## src/code_word_pkg.sv

```systemverilog
// Constants and types shared by the code word modulator.
package code_word_pkg;

	// ----------------------------------------------------------------
	// Clock and element timing
	// ----------------------------------------------------------------
	localparam int CLOCK_PERIOD_NS = 10;
	localparam int BASE_ELEMENT_NS = 100000;
	localparam int BASE_ELEMENT_CYCLES = BASE_ELEMENT_NS / CLOCK_PERIOD_NS;
	localparam logic [3:0] PWM_MULT_RATE00 = 4'h4;
	localparam logic [3:0] PWM_MULT_RATE01 = 4'h2;
	localparam logic [3:0] PWM_MULT_RATE10 = 4'h2;
	localparam logic [3:0] PWM_MULT_RATE11 = 4'h1;
	localparam logic [3:0] MAN_MULT_RATE00 = 4'h8;
	localparam logic [3:0] MAN_MULT_RATE01 = 4'h4;

	// ----------------------------------------------------------------
	// Segment lengths in basic pulse elements, and the last data bit index
	// ----------------------------------------------------------------
	localparam logic [6:0] PREAMBLE_ELEMS = 7'h1f;
	localparam logic [6:0] HEADER_PWM_ELEMS = 7'h0a;
	localparam logic [6:0] HEADER_MAN_ELEMS = 7'h04;
	localparam logic [6:0] START_BIT_ELEMS = 7'h02;
	localparam logic [6:0] STOP_BIT_ELEMS = 7'h02;
	localparam logic [6:0] CELL_PWM_ELEMS = 7'h03;
	localparam logic [6:0] CELL_MAN_ELEMS = 7'h02;
	localparam logic [6:0] GUARD_PWM_RATE00 = 7'h11;
	localparam logic [6:0] GUARD_PWM_RATE01 = 7'h21;
	localparam logic [6:0] GUARD_PWM_RATE10 = 7'h21;
	localparam logic [6:0] GUARD_PWM_RATE11 = 7'h41;
	localparam logic [6:0] GUARD_MAN_RATE00 = 7'h09;
	localparam logic [6:0] GUARD_MAN_RATE01 = 7'h11;
	localparam logic [6:0] LAST_BIT_INDEX = 7'h42;

	// ----------------------------------------------------------------
	// Register map and fields
	// ----------------------------------------------------------------
	localparam logic [7:0] ADDR_CONTROL = 8'h00;
	localparam logic [7:0] ADDR_HOPPING = 8'h04;
	localparam logic [7:0] ADDR_SERIAL = 8'h08;
	localparam logic [7:0] ADDR_FIXED = 8'h0c;
	localparam logic [7:0] ADDR_STATUS = 8'h10;
	localparam int CTRL_ENABLE_BIT = 0;
	localparam int CTRL_MOD_BIT = 1;
	localparam int CTRL_RATE_LOW_BIT = 2;
	localparam int CTRL_RATE_HIGH_BIT = 3;
	localparam int CTRL_LONG_GUARD_BIT = 4;
	localparam int FIX_LOW_VOLTAGE_BIT = 4;
	localparam int FIX_CHECKSUM_LOW_BIT = 5;
	localparam int FIX_CHECKSUM_HIGH_BIT = 6;
	localparam logic [4:0] CONTROL_RESET = 5'h00;
	localparam logic [31:0] HOPPING_RESET = 32'h00000000;
	localparam logic [27:0] SERIAL_RESET = 28'h0000000;
	localparam logic [6:0] FIXED_RESET = 7'h00;

	typedef enum logic [6:0] {
		IDLE = 7'b0000001,
		PREAMBLE = 7'b0000010,
		HEADER = 7'b0000100,
		START_BIT = 7'b0001000,
		DATA = 7'b0010000,
		STOP_BIT = 7'b0100000,
		GUARD = 7'b1000000
	} phase_e;

endpackage

```

## src/code_word_modulator.sv

```systemverilog
// Code word modulator: register port, segment sequencer and line coder.
// Operation
// - Modulation bit picks PWM or Manchester coding.
// - PWM element 400us at rate 00, 200us at 01.
// - PWM element 200us at rate 10, 100us at 11.
// - Manchester element 800us at 00, 400us at 01.
// - PWM bit cell is three elements.
// - PWM preamble 31, then header 10 elements.
// - PWM hopping portion lasts 96 elements.
// - PWM fixed portion 105 elements after hopping.
// - PWM guard 17 at rate 00, 33 at 01.
// - Manchester preamble 31, then header 4 elements.
// - Manchester start and stop bits, two elements each.
// - Manchester hopping portion lasts 64 elements.
// - Manchester fixed portion 70 elements, directly after.
// - Manchester guard 9 at rate 00, 17 at 01.
// - All durations counted from the clock.
// - Fixed: serial, buttons 3,0,1,2, low voltage, checksum.
// - Bits 0 to 66 between header and guard.
module code_word_modulator
	import code_word_pkg::*;
#(
	parameter int ELEMENT_BASE_CYCLES = BASE_ELEMENT_CYCLES
)
(
	input wire logic clk,
	input wire logic reset,
	input wire logic clockEnable,
	input wire logic [7:0] address,
	input wire logic [31:0] writeData,
	input wire logic writeStrobe,
	input wire logic readStrobe,
	output logic [31:0] readData,
	output logic dataOut,
	output logic busy,
	output logic wordDone
);

	// ----------------------------------------------------------------
	// Register port
	// ----------------------------------------------------------------
	logic [4:0] control;
	logic [31:0] hoppingCode;
	logic [27:0] serialNumber;
	logic [6:0] fixedStatus;
	logic [15:0] wordCount;
	logic [4:0] next_control;
	logic [31:0] next_hoppingCode;
	logic [27:0] next_serialNumber;
	logic [6:0] next_fixedStatus;
	logic [31:0] next_readData;

	always_comb
	begin
		next_control = control;
		next_hoppingCode = hoppingCode;
		next_serialNumber = serialNumber;
		next_fixedStatus = fixedStatus;
		next_readData = readData;
		if (writeStrobe)
		begin
			unique case (address)
				ADDR_CONTROL: next_control = writeData[4:0];
				ADDR_HOPPING: next_hoppingCode = writeData;
				ADDR_SERIAL: next_serialNumber = writeData[27:0];
				ADDR_FIXED: next_fixedStatus = writeData[6:0];
				default: next_control = control;
			endcase
		end
		if (readStrobe)
		begin
			unique case (address)
				ADDR_CONTROL: next_readData = {27'h0000000, control};
				ADDR_HOPPING: next_readData = hoppingCode;
				ADDR_SERIAL: next_readData = {4'h0, serialNumber};
				ADDR_FIXED: next_readData = {25'h0000000, fixedStatus};
				ADDR_STATUS: next_readData = {wordCount, 15'h0000, busy};
				default: next_readData = 32'h00000000;
			endcase
		end
	end

	always_ff @(posedge clk)
	begin
		if (reset)
		begin
			control <= CONTROL_RESET;
			hoppingCode <= HOPPING_RESET;
			serialNumber <= SERIAL_RESET;
			fixedStatus <= FIXED_RESET;
			readData <= 32'h00000000;
		end
		else if (clockEnable)
		begin
			control <= next_control;
			hoppingCode <= next_hoppingCode;
			serialNumber <= next_serialNumber;
			fixedStatus <= next_fixedStatus;
			readData <= next_readData;
		end
	end

	// ----------------------------------------------------------------
	// Segment sequencer
	// ----------------------------------------------------------------
	phase_e state;
	phase_e next_state;
	logic [31:0] tickCount;
	logic [31:0] next_tickCount;
	logic [31:0] elemCycles;
	logic [31:0] next_elemCycles;
	logic [6:0] elemCount;
	logic [6:0] next_elemCount;
	logic [6:0] bitIndex;
	logic [6:0] next_bitIndex;
	logic [66:0] dataWord;
	logic [66:0] next_dataWord;
	logic modLatched;
	logic next_modLatched;
	logic [1:0] rateLatched;
	logic [1:0] next_rateLatched;
	logic [15:0] next_wordCount;
	logic [31:0] segCycles;
	logic [31:0] next_segCycles;
	logic next_wordDone;
	logic [6:0] segLen;
	logic [6:0] guardLen;
	logic [3:0] startMult;
	logic elemEnd;
	logic segEnd;

	// Config is latched per word so a register write never bends a word in flight.
	always_comb
	begin
		unique case ({control[CTRL_MOD_BIT], control[CTRL_RATE_HIGH_BIT],
			control[CTRL_RATE_LOW_BIT]})
			3'h0: startMult = PWM_MULT_RATE00;
			3'h1: startMult = PWM_MULT_RATE01;
			3'h2: startMult = PWM_MULT_RATE10;
			3'h3: startMult = PWM_MULT_RATE11;
			3'h4: startMult = MAN_MULT_RATE00;
			default: startMult = MAN_MULT_RATE01;
		endcase
		unique case ({modLatched, rateLatched})
			3'h0: guardLen = GUARD_PWM_RATE00;
			3'h1: guardLen = GUARD_PWM_RATE01;
			3'h2: guardLen = GUARD_PWM_RATE10;
			3'h3: guardLen = GUARD_PWM_RATE11;
			3'h4: guardLen = GUARD_MAN_RATE00;
			default: guardLen = GUARD_MAN_RATE01;
		endcase
		unique case (state)
			PREAMBLE: segLen = PREAMBLE_ELEMS;
			HEADER: segLen = modLatched ? HEADER_MAN_ELEMS : HEADER_PWM_ELEMS;
			START_BIT: segLen = START_BIT_ELEMS;
			DATA: segLen = modLatched ? CELL_MAN_ELEMS : CELL_PWM_ELEMS;
			STOP_BIT: segLen = STOP_BIT_ELEMS;
			GUARD: segLen = guardLen;
			default: segLen = 7'h01;
		endcase
	end

	assign elemEnd = (tickCount == elemCycles - 32'd1);
	assign segEnd = (state != IDLE) && elemEnd && (elemCount == segLen - 7'd1);

	always_comb
	begin
		next_state = state;
		next_tickCount = tickCount;
		next_elemCount = elemCount;
		next_bitIndex = bitIndex;
		next_dataWord = dataWord;
		next_modLatched = modLatched;
		next_rateLatched = rateLatched;
		next_elemCycles = elemCycles;
		next_wordCount = wordCount;
		next_wordDone = 1'b0;
		next_segCycles = segEnd ? 32'd0 : segCycles + 32'd1;
		if (state == IDLE)
		begin
			next_segCycles = 32'd0;
			next_tickCount = 32'd0;
			next_elemCount = 7'd0;
			next_bitIndex = 7'd0;
			if (control[CTRL_ENABLE_BIT])
			begin
				next_state = PREAMBLE;
				next_modLatched = control[CTRL_MOD_BIT];
				next_rateLatched = {control[CTRL_RATE_HIGH_BIT], control[CTRL_RATE_LOW_BIT]};
				next_elemCycles = 32'(ELEMENT_BASE_CYCLES) * {28'h0000000, startMult};
				next_dataWord = {fixedStatus[FIX_CHECKSUM_HIGH_BIT], fixedStatus[FIX_CHECKSUM_LOW_BIT],
					fixedStatus[FIX_LOW_VOLTAGE_BIT], fixedStatus[2], fixedStatus[1],
					fixedStatus[0], fixedStatus[3], serialNumber, hoppingCode};
			end
		end
		else if (!elemEnd)
		begin
			next_tickCount = tickCount + 32'd1;
		end
		else
		begin
			next_tickCount = 32'd0;
			next_elemCount = elemCount + 7'd1;
			if (segEnd)
			begin
				next_elemCount = 7'd0;
				unique case (state)
					PREAMBLE: next_state = HEADER;
					HEADER: next_state = modLatched ? START_BIT : DATA;
					START_BIT: next_state = DATA;
					DATA:
					begin
						// Bit 0 goes first; the hopping part fills bits 0-31.
						next_dataWord = {1'b0, dataWord[66:1]};
						next_bitIndex = bitIndex + 7'd1;
						if (bitIndex == LAST_BIT_INDEX)
						begin
							next_state = modLatched ? STOP_BIT : GUARD;
						end
					end
					STOP_BIT: next_state = GUARD;
					GUARD:
					begin
						next_state = IDLE;
						next_wordDone = 1'b1;
						next_wordCount = wordCount + 16'd1;
					end
					default: next_state = IDLE;
				endcase
			end
		end
	end

	always_ff @(posedge clk)
	begin
		if (reset)
		begin
			state <= IDLE;
			tickCount <= 32'd0;
			elemCount <= 7'd0;
			bitIndex <= 7'd0;
			dataWord <= '0;
			modLatched <= 1'b0;
			rateLatched <= 2'h0;
			elemCycles <= 32'd1;
			wordCount <= 16'h0000;
			segCycles <= 32'd0;
			wordDone <= 1'b0;
		end
		else if (clockEnable)
		begin
			state <= next_state;
			tickCount <= next_tickCount;
			elemCount <= next_elemCount;
			bitIndex <= next_bitIndex;
			dataWord <= next_dataWord;
			modLatched <= next_modLatched;
			rateLatched <= next_rateLatched;
			elemCycles <= next_elemCycles;
			wordCount <= next_wordCount;
			segCycles <= next_segCycles;
			wordDone <= next_wordDone;
		end
	end

	// ----------------------------------------------------------------
	// Line coder
	// ----------------------------------------------------------------
	logic lineLevel;
	logic next_busy;

	// The pin lags the sequencer by one cycle, which keeps it glitch free.
	always_comb
	begin
		unique case (state)
			PREAMBLE: lineLevel = ~elemCount[0];
			START_BIT: lineLevel = elemCount[0];
			STOP_BIT: lineLevel = elemCount[0];
			DATA:
			begin
				if (modLatched)
				begin
					lineLevel = (elemCount == 7'd0) ? ~dataWord[0] : dataWord[0];
				end
				else
				begin
					lineLevel = (elemCount == 7'd0) || ((elemCount == 7'd1) && !dataWord[0]);
				end
			end
			default: lineLevel = 1'b0;
		endcase
		next_busy = (next_state != IDLE);
	end

	always_ff @(posedge clk)
	begin
		if (reset)
		begin
			dataOut <= 1'b0;
			busy <= 1'b0;
		end
		else if (clockEnable)
		begin
			dataOut <= lineLevel;
			busy <= next_busy;
		end
	end

	// ----------------------------------------------------------------
	// Checks
	// ----------------------------------------------------------------
	a_mode_latch: assert property (@(posedge clk) disable iff (reset)
		(clockEnable && state == IDLE && control[CTRL_ENABLE_BIT])
		|=> (modLatched == $past(control[CTRL_MOD_BIT])))
		else $error("Modulation mode not taken at word start.");
	a_pwm_slow_rate: assert property (@(posedge clk) disable iff (reset)
		(clockEnable && segEnd && state == PREAMBLE && !modLatched && !rateLatched[1])
		|-> (segCycles == (rateLatched[0] ? 32'(62 * ELEMENT_BASE_CYCLES - 1)
			: 32'(124 * ELEMENT_BASE_CYCLES - 1))))
		else $error("PWM element wrong at rate 00 or 01.");
	a_pwm_fast_rate: assert property (@(posedge clk) disable iff (reset)
		(clockEnable && segEnd && state == PREAMBLE && !modLatched && rateLatched[1])
		|-> (segCycles == (rateLatched[0] ? 32'(31 * ELEMENT_BASE_CYCLES - 1)
			: 32'(62 * ELEMENT_BASE_CYCLES - 1))))
		else $error("PWM element wrong at rate 10 or 11.");
	a_man_rate: assert property (@(posedge clk) disable iff (reset)
		(clockEnable && segEnd && state == PREAMBLE && modLatched && !rateLatched[1])
		|-> (segCycles == (rateLatched[0] ? 32'(124 * ELEMENT_BASE_CYCLES - 1)
			: 32'(248 * ELEMENT_BASE_CYCLES - 1))))
		else $error("Manchester element wrong.");
	a_header_len: assert property (@(posedge clk) disable iff (reset)
		(clockEnable && segEnd && state == HEADER)
		|-> (segCycles == (modLatched ? 32'd4 : 32'd10) * elemCycles - 32'd1))
		else $error("Header length wrong.");
	a_cell_len: assert property (@(posedge clk) disable iff (reset)
		(clockEnable && segEnd && state == DATA)
		|-> (segCycles == (modLatched ? 32'd2 : 32'd3) * elemCycles - 32'd1))
		else $error("Bit cell length wrong.");
	a_start_stop: assert property (@(posedge clk) disable iff (reset)
		(clockEnable && segEnd && (state == START_BIT || state == STOP_BIT))
		|-> (segCycles == 32'd2 * elemCycles - 32'd1) ##1 (state == DATA || state == GUARD))
		else $error("Start or stop bit wrong.");
	a_guard_len: assert property (@(posedge clk) disable iff (reset)
		(clockEnable && segEnd && state == GUARD)
		|-> (segCycles + 32'd1 == elemCycles * (modLatched ? (rateLatched == 2'h0 ? 32'd9 : 32'd17)
			: (rateLatched == 2'h0 ? 32'd17 : (rateLatched == 2'h3 ? 32'd65 : 32'd33)))))
		else $error("Guard time wrong.");
	a_portion_bits: assert property (@(posedge clk) disable iff (reset)
		(clockEnable && segEnd && state == DATA && bitIndex == 7'd66)
		|=> (state == (modLatched ? STOP_BIT : GUARD)) && (bitIndex == 7'd67))
		else $error("Code word does not carry 67 bits.");
	a_fixed_order: assert property (@(posedge clk) disable iff (reset)
		(clockEnable && state == IDLE && control[CTRL_ENABLE_BIT])
		|=> (dataWord[63:60] == {$past(fixedStatus[2:0]), $past(fixedStatus[3])})
			&& (dataWord[66:64] == $past(fixedStatus[6:4])))
		else $error("Fixed portion order wrong.");
	a_tick_bound: assert property (@(posedge clk) disable iff (reset)
		(state != IDLE) |-> (tickCount < elemCycles))
		else $error("Element counter overran.");
	a_pwm_shape: assert property (@(posedge clk) disable iff (reset)
		(state == DATA && !modLatched)
		|-> (elemCount == 7'd0 ? lineLevel
			: (elemCount == 7'd2 ? !lineLevel : (lineLevel == !dataWord[0]))))
		else $error("PWM cell shape wrong.");
	a_man_midbit: assert property (@(posedge clk) disable iff (reset)
		(clockEnable && state == DATA && modLatched && elemCount == 7'd0 && elemEnd)
		|=> (lineLevel != $past(lineLevel)) && (lineLevel == dataWord[0]))
		else $error("Manchester mid-bit transition missing.");

endmodule

```

## config.mk

```make
export PLATFORM = sky130hd
export DESIGN_NAME = code_word_modulator
export DESIGN_NICKNAME = d
export VERILOG_FILES = /design/src/code_word_pkg.sv /design/src/code_word_modulator.sv
export SDC_FILE = /design/constraint.sdc
export NUM_CORES = 1
export LEC_CHECK = 0
export BUFFER_PORTS_ARGS = -buffer_cell sky130_fd_sc_hd__buf_2
export CAP_MARGIN = 20
export CELL_PAD_IN_SITES_DETAIL_PLACEMENT = 1
export CELL_PAD_IN_SITES_GLOBAL_PLACEMENT = 2
export CORE_AREA = 2 2 199 201
export CTS_BUF_LIST = sky130_fd_sc_hd__clkbuf_8
export CTS_CLUSTER_DIAMETER = 60
export DETAILED_ROUTE_END_ITERATION = 16
export DIE_AREA = 0 0 201 203
export PLACE_DENSITY = 0.87
export SKIP_LAST_GASP = 1
export SLEW_MARGIN = 15
export SYNTH_ARGS = -nofsm -noshare
export SYNTH_HDL_FRONTEND = slang
export SYNTH_SLANG_ARGS = --single-unit
```

## constraint.sdc

```tcl
create_clock -name clk -period 3.84 [get_ports clk]
set_input_delay 0.192 -clock clk [delete_from_list [all_inputs] [get_ports clk]]
set_output_delay 0.192 -clock clk [all_outputs]
set_load 0.02 [all_outputs]
```

Word-level counts from Yosys, hierarchy flattened
Index checks and enable logic that the tools add are counted.
{"block": "totals", "regBits": 261, "output_inout_bits": 35, "wordCells": 111, "input_bits": 45}
{"block": "classes", "eq_ne": 26, "bitwise": 3, "n_reduce_logical": 23, "n_mul": 1, "n_addsub": 6, "muxes": 35}
{"operator": "$mux W67", "n": 5}
{"operator": "$pmux W32 S5", "n": 1}
{"operator": "$mux W7", "n": 13}
{"operator": "$pmux W7 S5", "n": 2}
{"operator": "$mux W32", "n": 2}
{"operator": "$add A32 B1 Y32 const B", "n": 1}
{"operator": "$eq A32 B32 Y1", "n": 1}
{"operator": "$pmux W7 S3", "n": 1}
{"operator": "$sub A18 B1 Y19 const B", "n": 1}
{"operator": "$add A16 B1 Y16 const B", "n": 1}
{"operator": "$eq A8 B4 Y1 const B", "n": 2}
{"operator": "$reduce_and A3 Y1", "n": 5}
{"operator": "$add A7 B1 Y7 const B", "n": 2}
{"operator": "$eq A7 B1 Y1 const B", "n": 2}
{"operator": "$eq A7 B7 Y1 const B", "n": 2}
{"operator": "$mul A10 B4 Y14 const A", "n": 1}
{"operator": "$ne A7 B1 Y1 const B", "n": 2}
{"operator": "$eq A3 B2 Y1 const B", "n": 4}
{"operator": "$pmux W4 S3", "n": 1}
{"operator": "$reduce_and A5 Y1", "n": 2}
{"operator": "$eq A8 B3 Y1 const B", "n": 1}
{"operator": "$eq A8 B5 Y1 const B", "n": 1}
{"operator": "$logic_not A8 Y1", "n": 1}
{"operator": "$eq A7 B2 Y1 const B", "n": 1}
{"operator": "other kinds (22)", "n": 39}

Depth between registers and ports, before layout
Gate-level depths: netlist (run 1).
{"block": "logic_depth", "ltp_word": 11, "mapped_depth": 16, "ltp_nobuf": 13}

Worst setup path before layout (run 1)
Ideal clock, no wire load.
{"block": "synth_timing", "path_kind": "register to register", "from": "reg state[0]", "to": "reg dataWord[26]", "arrival_ns": 3.781, "required_ns": 3.717, "setup_ns": 0.123, "synth_period_minus_slack_ns": 3.904, "path_stages_with_launch": 17, "slack_ns": -0.064, "path_buffers": 4, "path_cell_list": "dfxtp_1 -> clkbuf_1 -> or3_1 -> clkbuf_1 -> nor4_1 -> nor4_1 -> ha_1 -> xor2_1 -> a41oi_1 -> o41ai_1 -> nand4_1 -> nor4_2 -> a31oi_1 -> nor3_2 -> buf_4 -> buf_6 -> mux2_1"}
{"block": "synth_via", "elab_chain_len": 8, "word_cells_on_any_way": 20, "cone_classes": "1 x add/sub; 10 x eq/ne; 2 x mux; 7 x reduce/logical"}
{"item": "start, declared", "line_no": "code_word_modulator.sv:106", "source": "phase_e state;"}
{"item": "start signal, assigned", "line_no": "code_word_modulator.sv:252", "source": "state <= next_state;"}
{"item": "$eq A7 B6 Y1 / $eq A7 B4 Y1 (equally long branches)", "line_no": "code_word_modulator.sv:152", "source": "unique case (state)"}
{"item": "$reduce_or A2 Y1 (no source line)"}
{"item": "$pmux W7 S5", "line_no": "code_word_modulator.sv:152"}
{"item": "$sub A7 B1 Y7", "line_no": "code_word_modulator.sv:164", "source": "assign segEnd = (state != IDLE) && elemEnd && (elemCount == segLen - 7'd1);"}
{"item": "$eq A7 B7 Y1", "line_no": "code_word_modulator.sv:164"}
{"item": "$logic_and A1 B1 Y1", "line_no": "code_word_modulator.sv:164"}
{"item": "$reduce_bool A2 Y1 (no source line)"}
{"item": "$reduce_and A5 Y1 (no source line)"}
{"item": "end signal, assigned", "line_no": "code_word_modulator.sv:256", "source": "dataWord <= next_dataWord;"}
{"item": "end, declared", "line_no": "code_word_modulator.sv:116", "source": "logic [66:0] dataWord;"}
Several ways; a longest one is shown, not always the timed one.
A chain may end at the register's enable or synchronous reset.

Worst setup path in the final report (run 1)
{"block": "layout_timing", "from": "reg state[3]", "to": "reg dataWord[28]"}
The elaborated chain is that of the path after synthesis.

==> flow_summary.json, run 1 <==
{
  "status": "completed",
  "maxSlewViolCount": 0,
  "synthCells": 1643,
  "cts.sinks": 260,
  "ys_ff_latch": 260,
  "routedWlPerCell_um": 18.0,
  "criticalPathCategory": "flop to flop",
  "cts_tree": "done",
  "cts-root-buf": "clkbuf_8",
  "worst_hold_path.endpoint": "readData[5]",
  "first_global_vias": 12550,
  "grt_use_met1_pct": 26.4,
  "cp_max_fo": 13,
  "max_freq_mhz": 273,
  "reg2reg_depth": 13,
  "cp.arrival_ns": 4.17,
  "grt_start_max_net_pins": 139,
  "viasPerCell": 5.31,
  "regArea_mm2": 0.00521,
  "ios": 80,
  "min_path_cells": 5,
  "finalHoldViolations": 0,
  "fin_area_mm2": 0.0154,
  "via_count": 12154,
  "drc": 0,
  "path_cells": "or4b_2 -> a21oi_2 -> ha_2 -> xor2_2 -> a41oi_1 -> o41ai_1 -> nand4_1 -> nor4_2 -> a31oi_1 -> nor3_4 -> buf_12 -> buf_4 -> mux2_1",
  "busiest_layer": "met2",
  "wl_mm": 41.3,
  "rrSetupSlack_ns": 0.18,
  "hp-start": "address[4]",
  "start_kind": "flop",
  "start_util_pct": 34.0,
  "reg2reg_to": "dataWord[28]",
  "worst_pin_slew_ns": 0.994,
  "die_area_mm2": 0.0408,
  "min_path_type": "input pin to flop",
  "met3_usage_pct": 3.93,
  "htreeDepth": 2,
  "relSlewSlack_pct": 33.7,
  "cp-end-kind": "flop",
  "slowest_stage": "or4b_2",
  "finalCritPeriodShare_pct": 95.4,
  "ys.flop_type": "dfxtp_1",
  "worst_slack_ns": 0.176,
  "slowest_delay_ns": 0.72,
  "synth-edff-count": 0,
  "syn_to_final_growth_pct": 17.8,
  "ant_nets": 0,
  "place_ws_ns": -0.0208,
  "met2_usage_pct": 33.3,
  "setup-violations-final": 0,
  "grt-ovfl-total": 0,
  "path_buf_inv": 2,
  "insertion_delay_ns": 0.64,
  "rr_startpoint": "state[3]",
  "vdd_drop_max_mv": 0.240,
  "fin_cells": 2289,
  "placed_area_mm2": 0.0141,
  "grtUsageTotal_pct": 20.2,
  "critPathRequiredTime_ns": 4.35,
  "first_pass_iters": 8,
  "cap_violations": 0,
  "num_rows": 72,
  "nets": 1795,
  "synthDistinctLibCells": 76,
  "fin_setup_tns_ns": 0,
  "cp.depth": 13,
  "p_leak_nw": 5.49,
  "netlist_area_mm2": 0.0131,
  "antenna_found_initial": 5,
  "fillers": 4721,
  "multi_input_area_mm2": 0.00729,
  "period_minus_slack_ns": 3.66,
  "fin_skew_ns": 0.0344,
  "drive_gt1_share_pct": 15.0,
  "clk_pin_slew_ns": 0.06,
  "core_area_mm2": 0.0385,
  "clockBufferDepth": 3,
  "hpwl_mm": 27.9,
  "avgSynthCellArea_um2": 7.95,
  "drt-initial-drc-count": 782,
  "dp.cells": 2167,
  "p_per_area_mw_per_mm2": 362,
  "cts_buffers": 47,
  "grt_pass1_wl_mm": 67.2,
  "synth_seq_area_share_pct": 39.9,
  "finalWeightedCongestion": 0.840,
  "synthArstFlopShare_pct": 0,
  "numPortBuffers": 79,
  "fp.dieW_um": 201,
  "yosysWarningCount": 0,
  "critPathTopFamily": "simple AND/OR/NAND/NOR gates",
  "die_height_um": 203
}
-- cells in the mapped netlist (7+ instances only) --
cell        n  share of area [%]
o31ai_1    18                1.0
and4_1      7               0.47
nand4_1    25                1.2
mux2_1     40                3.4
or3_1      17               0.81
mux2i_1     8               0.61
inv_1      23               0.66
nor2b_1    70                3.4
a222oi_1   13                1.0
nor2_1    140                4.0
xor2_1     25                1.7
a21oi_1   213                8.2
xnor2_1    30                2.0
nand2_1   335                9.6
a211oi_1    9               0.52
o21ai_0    23               0.88
nand3_1    38                1.5
or4_1      22                1.3
mux2_2     31                2.7
a22oi_1    15               0.86
and3_1     18               0.86
clkbuf_1  102                2.9
nor4_1     13               0.62
nor3_1     18               0.69
ha_1       17                1.6
dfxtp_1   260                 40
-- worst max-delay path by stage --
stage	start	end	slack (ns)
floorplan	state[0]	dataWord[26]	0.14
global placement	state[3]	dataWord[30]	0.09
detailed placement	state[3]	dataWord[28]	-0.02
CTS	state[3]	dataWord[28]	0.006
global route	state[3]	dataWord[28]	-0.002
finish	state[3]	dataWord[28]	0.18
-- layer usage --
metal	vias to the layer above	part of all wire, %
li1	5905	-
met1	5970	47
met2	196	46
met3	77	4.0
met4	6	2.6
met5	-	0.075
-- cells by family after synthesis --
logic type / share of synthesized area, %
simple gates: 27.1
compound gates: 15.4
flops: 39.9
buf+inv: 4.85
mux: 7.42
xor+xnor: 3.69
fa+ha+maj: 1.63
other cells: 0.0287
-- power by group --
group          switching, W  internal (W)
clock               0.00122       0.00138
sequential       0.00000517       0.00270
combinational      0.000184     0.0000818
-- final cells by class --
class | count | area share [%]
Multi-Input combinational cell | 1236 | 47.3
Sequential cell | 260 | 33.8
Timing Repair Buffer | 165 | 8.01
Clock buffer | 59 | 5.28
Tap cell | 518 | 4.21
Clock inverter | 26 | 0.748
Inverter | 23 | 0.561
Antenna cell | 2 | 0.0325
-- worst min-delay path, stage by stage --
cell and delay (ns):
buf_2 0.11, or3_1 0.13, nor3_1 0.06, a21oi_1 0.12
nor2_1 0.05
-- timing repair --
action	4_1_cts	5_1_grt
hold buffers	33	0
gates resized for setup	1	6
gates cloned	0	1
setup buffers	0	1
setup endpoints to repair	41	83
pin swaps	0	1
hold endpoints to repair	76	0
-- state kept, by name (all words and copies together) (netlist names) --
| signal | flops |
|---|---|
| bitIndex | 7 |
| busy | 1 |
| control | 5 |
| dataOut | 1 |
| dataWord | 67 |
| elemCount | 7 |
| elemCycles | 14 |
| fixedStatus | 7 |
| hoppingCode | 32 |
| modLatched | 1 |
| rateLatched | 2 |
| readData | 32 |
| serialNumber | 28 |
| state | 7 |
| tickCount | 32 |
| wordCount | 16 |
| wordDone | 1 |
-- cells in the final DEF, fill, tap and decap left out, types with 24 or more instances in the layout --
cell / n
dfxtp_1: 259
nand3_1: 37
xor2_1: 24
buf_2: 78
inv_1: 42
mux2_1: 40
xnor2_1: 30
nand2_1: 335
nor2_1: 139
clkbuf_8: 60
dlygate4sd3_1: 33
mux2_2: 31
a21oi_1: 212
nand4_1: 25
buf_4: 46
nor2b_1: 70
-- stage by stage --
stage / power (W) / utilization, % / hold WS (ns)
finish: 0.00557 / 40.0 / 0.0746
global route: 0.00581 / 40.0 / 0.0827
CTS: 0.00566 / 39.9 / 0.0257
detailed placement: 0.00300 / 36.6 / 0.445
global placement: 0.00300 / 36.5 / 0.447
floorplan: 0.00291 / - / 0.328
Power figures use the tool's default switching activity.
==> inputs of run 2 (changes only) <==
- MAX_ROUTING_LAYER: default -> met4
==> run 2 against run 1 <==
  * Die area unchanged
  * Sequential share of layout area decreased by 0.71 points
  * Wire length increased by 0.25%
  * Sequential power about the same
  * Critical endpoint is now dataWord[29]
  * Largest power group is now the clock network
  * Highest routed layer is now met4
==> flow_summary.json, run 2 (synthesized netlist as in run 1, its figures left out) <==
{
  "routedWlPerCell_um": 18.1,
  "grt-ovfl-total": 0,
  "min_path_type": "input pin to flop",
  "critPathTopFamily": "simple AND/OR/NAND/NOR gates",
  "fp.dieW_um": 201,
  "wl_mm": 41.4,
  "final_common_cell": "nand2_1",
  "first_global_vias": 12514,
  "die_area_mm2": 0.0408,
  "cts_buffers": 48,
  "criticalPathCategory": "flop to flop",
  "start_kind": "flop",
  "via_count": 12158,
  "slowest_stage": "or4_4",
  "finalCritPeriodShare_pct": 99.7,
  "path_cells": "buf_8 -> or4_4 -> nor3_4 -> nor4_4 -> ha_4 -> xor2_4 -> a41oi_2 -> o41ai_2 -> nand4_1 -> nor4_2 -> a31oi_2 -> nor3_4 -> buf_6 -> clkbuf_16 -> mux2_4",
  "viasPerCell": 5.30,
  "drc": 0,
  "grt_setup_unrepaired": "true",
  "cts_tree": "done",
  "p_per_area_mw_per_mm2": 369,
  "antenna_found_initial": 2,
  "ios": 80,
  "start_util_pct": 34.0,
  "status": "completed",
  "htreeDepth": 2,
  "cpMostUsedCell": "nor3_4",
  "cp.depth": 15,
  "reg2reg_depth": 15,
  "insertion_delay_ns": 0.63,
  "setup-violations-final": 0,
  "max_freq_mhz": 261,
  "core_area_mm2": 0.0385,
  "path_buf_inv": 3,
  "layout_common_cells": "nand2_1 (335), dfxtp_1 (257), a21oi_1 (212)",
  "cap_violations": 0,
  "cp_max_fo": 8,
  "top_register": "dataWord",
  "min_path_cells": 5,
  "slowest_delay_ns": 0.50,
  "ant_nets": 0,
  "grtUsageTotal_pct": 20.4,
  "largest_reg_flops": 67,
  "cp.arrival_ns": 4.32,
  "fin_setup_tns_ns": 0,
  "fin_hold_ws_ns": 0.0653,
  "finalHoldViolations": 0,
  "clk_pin_slew_ns": 0.06,
  "num_rows": 72,
  "fin_skew_ns": 0.0280,
  "nets": 1800,
  "grt_pass1_wl_mm": 65.9,
  "syn_to_final_growth_pct": 20.5,
  "finalWeightedCongestion": 0.853,
  "numPortBuffers": 79,
  "cp-end-kind": "flop",
  "cts-root-buf": "clkbuf_8",
  "grt_start_max_net_pins": 131,
  "critPathRequiredTime_ns": 4.33,
  "hpwl_mm": 26.9,
  "cts.sinks": 260,
  "worst_pin_slew_ns": 0.876,
  "clockBufferDepth": 3,
  "drive_gt1_share_pct": 16.2,
  "p_leak_nw": 5.59,
  "relSlewSlack_pct": 41.6,
  "drt-initial-drc-count": 763,
  "maxSlewViolCount": 0,
  "first_pass_iters": 5,
  "vdd_drop_max_mv": 0.219,
  "die_height_um": 203,
  "period_minus_slack_ns": 3.83,
  "fillers": 4638
}
==> run 2: cell count changes in the layout (fill, tap and decap cells not counted), moves of 3 or more <==
cell and change:
inv_1 -5, mux2_1 -3, nor4_4 +3, bufinv_16 +3
mux2_2 -9, buf_4 -3, mux2_4 +12, buf_6 +3
clkinv_2 +4
==> run 2: final timing paths <==
kind | from | end | slack (ns)
worst max-delay path | state[3] | dataWord[29] | 0.01
worst max register to register | state[3] | dataWord[29] | 0.01
worst min-delay path | address[4] | readData[5] | 0.07
worst min register to register | control[4] | control[4] | 0.47
==> run 2: metrics by stage <==
stage	instances	worst slack [ns]	area (um2)	util (%)	power, W
floorplan	1644	0.136	13100	-	0.00291
global placement	2160	0.0578	14000	36.4	0.00300
detailed placement	2161	-0.254	14000	36.4	0.00300
CTS	2283	0.0287	15400	40.0	0.00587
global route	2294	-0.0709	15700	40.9	0.00602
finish	2294	0.0118	15700	40.9	0.00580
==> run 2: area by class of cell <==
type	instances	area (um2)	area share, %
antenna	2	5.00	0.0318
inverter	23	86.3	0.549
tap	518	648	4.12
clock buffer	58	798	5.07
clock inverter	28	213	1.35
multi-input combinational	1236	7430	47.2
sequential	260	5210	33.1
timing repair buffer	169	1340	8.51
==> run 2: where the power goes <==
group          total [W]  switching [W]  internal (W)
clock network    0.00283        0.00125       0.00157
registers        0.00271     0.00000534       0.00270
logic           0.000269       0.000186     0.0000834
total            0.00580        0.00144       0.00436
==> run 2: worst reg2reg max path, delay by kind of cell, from the launching register on <==
| kind | cells | cell delay [ns] |
|---|---|---|
| adder cells (fa/ha/maj) | 1 | 0.20 |
| AND/OR/NAND/NOR | 6 | 1.70 |
| buffers and inverters | 3 | 0.54 |
| flip-flops | 1 | 0.36 |
| XOR/XNOR | 1 | 0.21 |
| multiplexers | 1 | 0.31 |
| AO/OA/AOI/OAI | 3 | 0.41 |
==> run 2: routing by layer <==
layer	track usage [%]	wire, um	up-vias
li1	-	-	5918
met1	26.3	19400	5951
met2	32.1	19000	220
met3	3.55	2030	69
met4	7.14	994	0
met5	-	0	-
==> run 2: what timing repair did <==
action                                 4_1_cts  5_1_grt
setup endpoints to repair                   69       81
hold buffers                                33        0
gates resized for setup                      3       41
gates cloned                                 1        5
setup buffers                                2        4
pin swaps                                    1        9
endpoints found under the hold margin       74        0
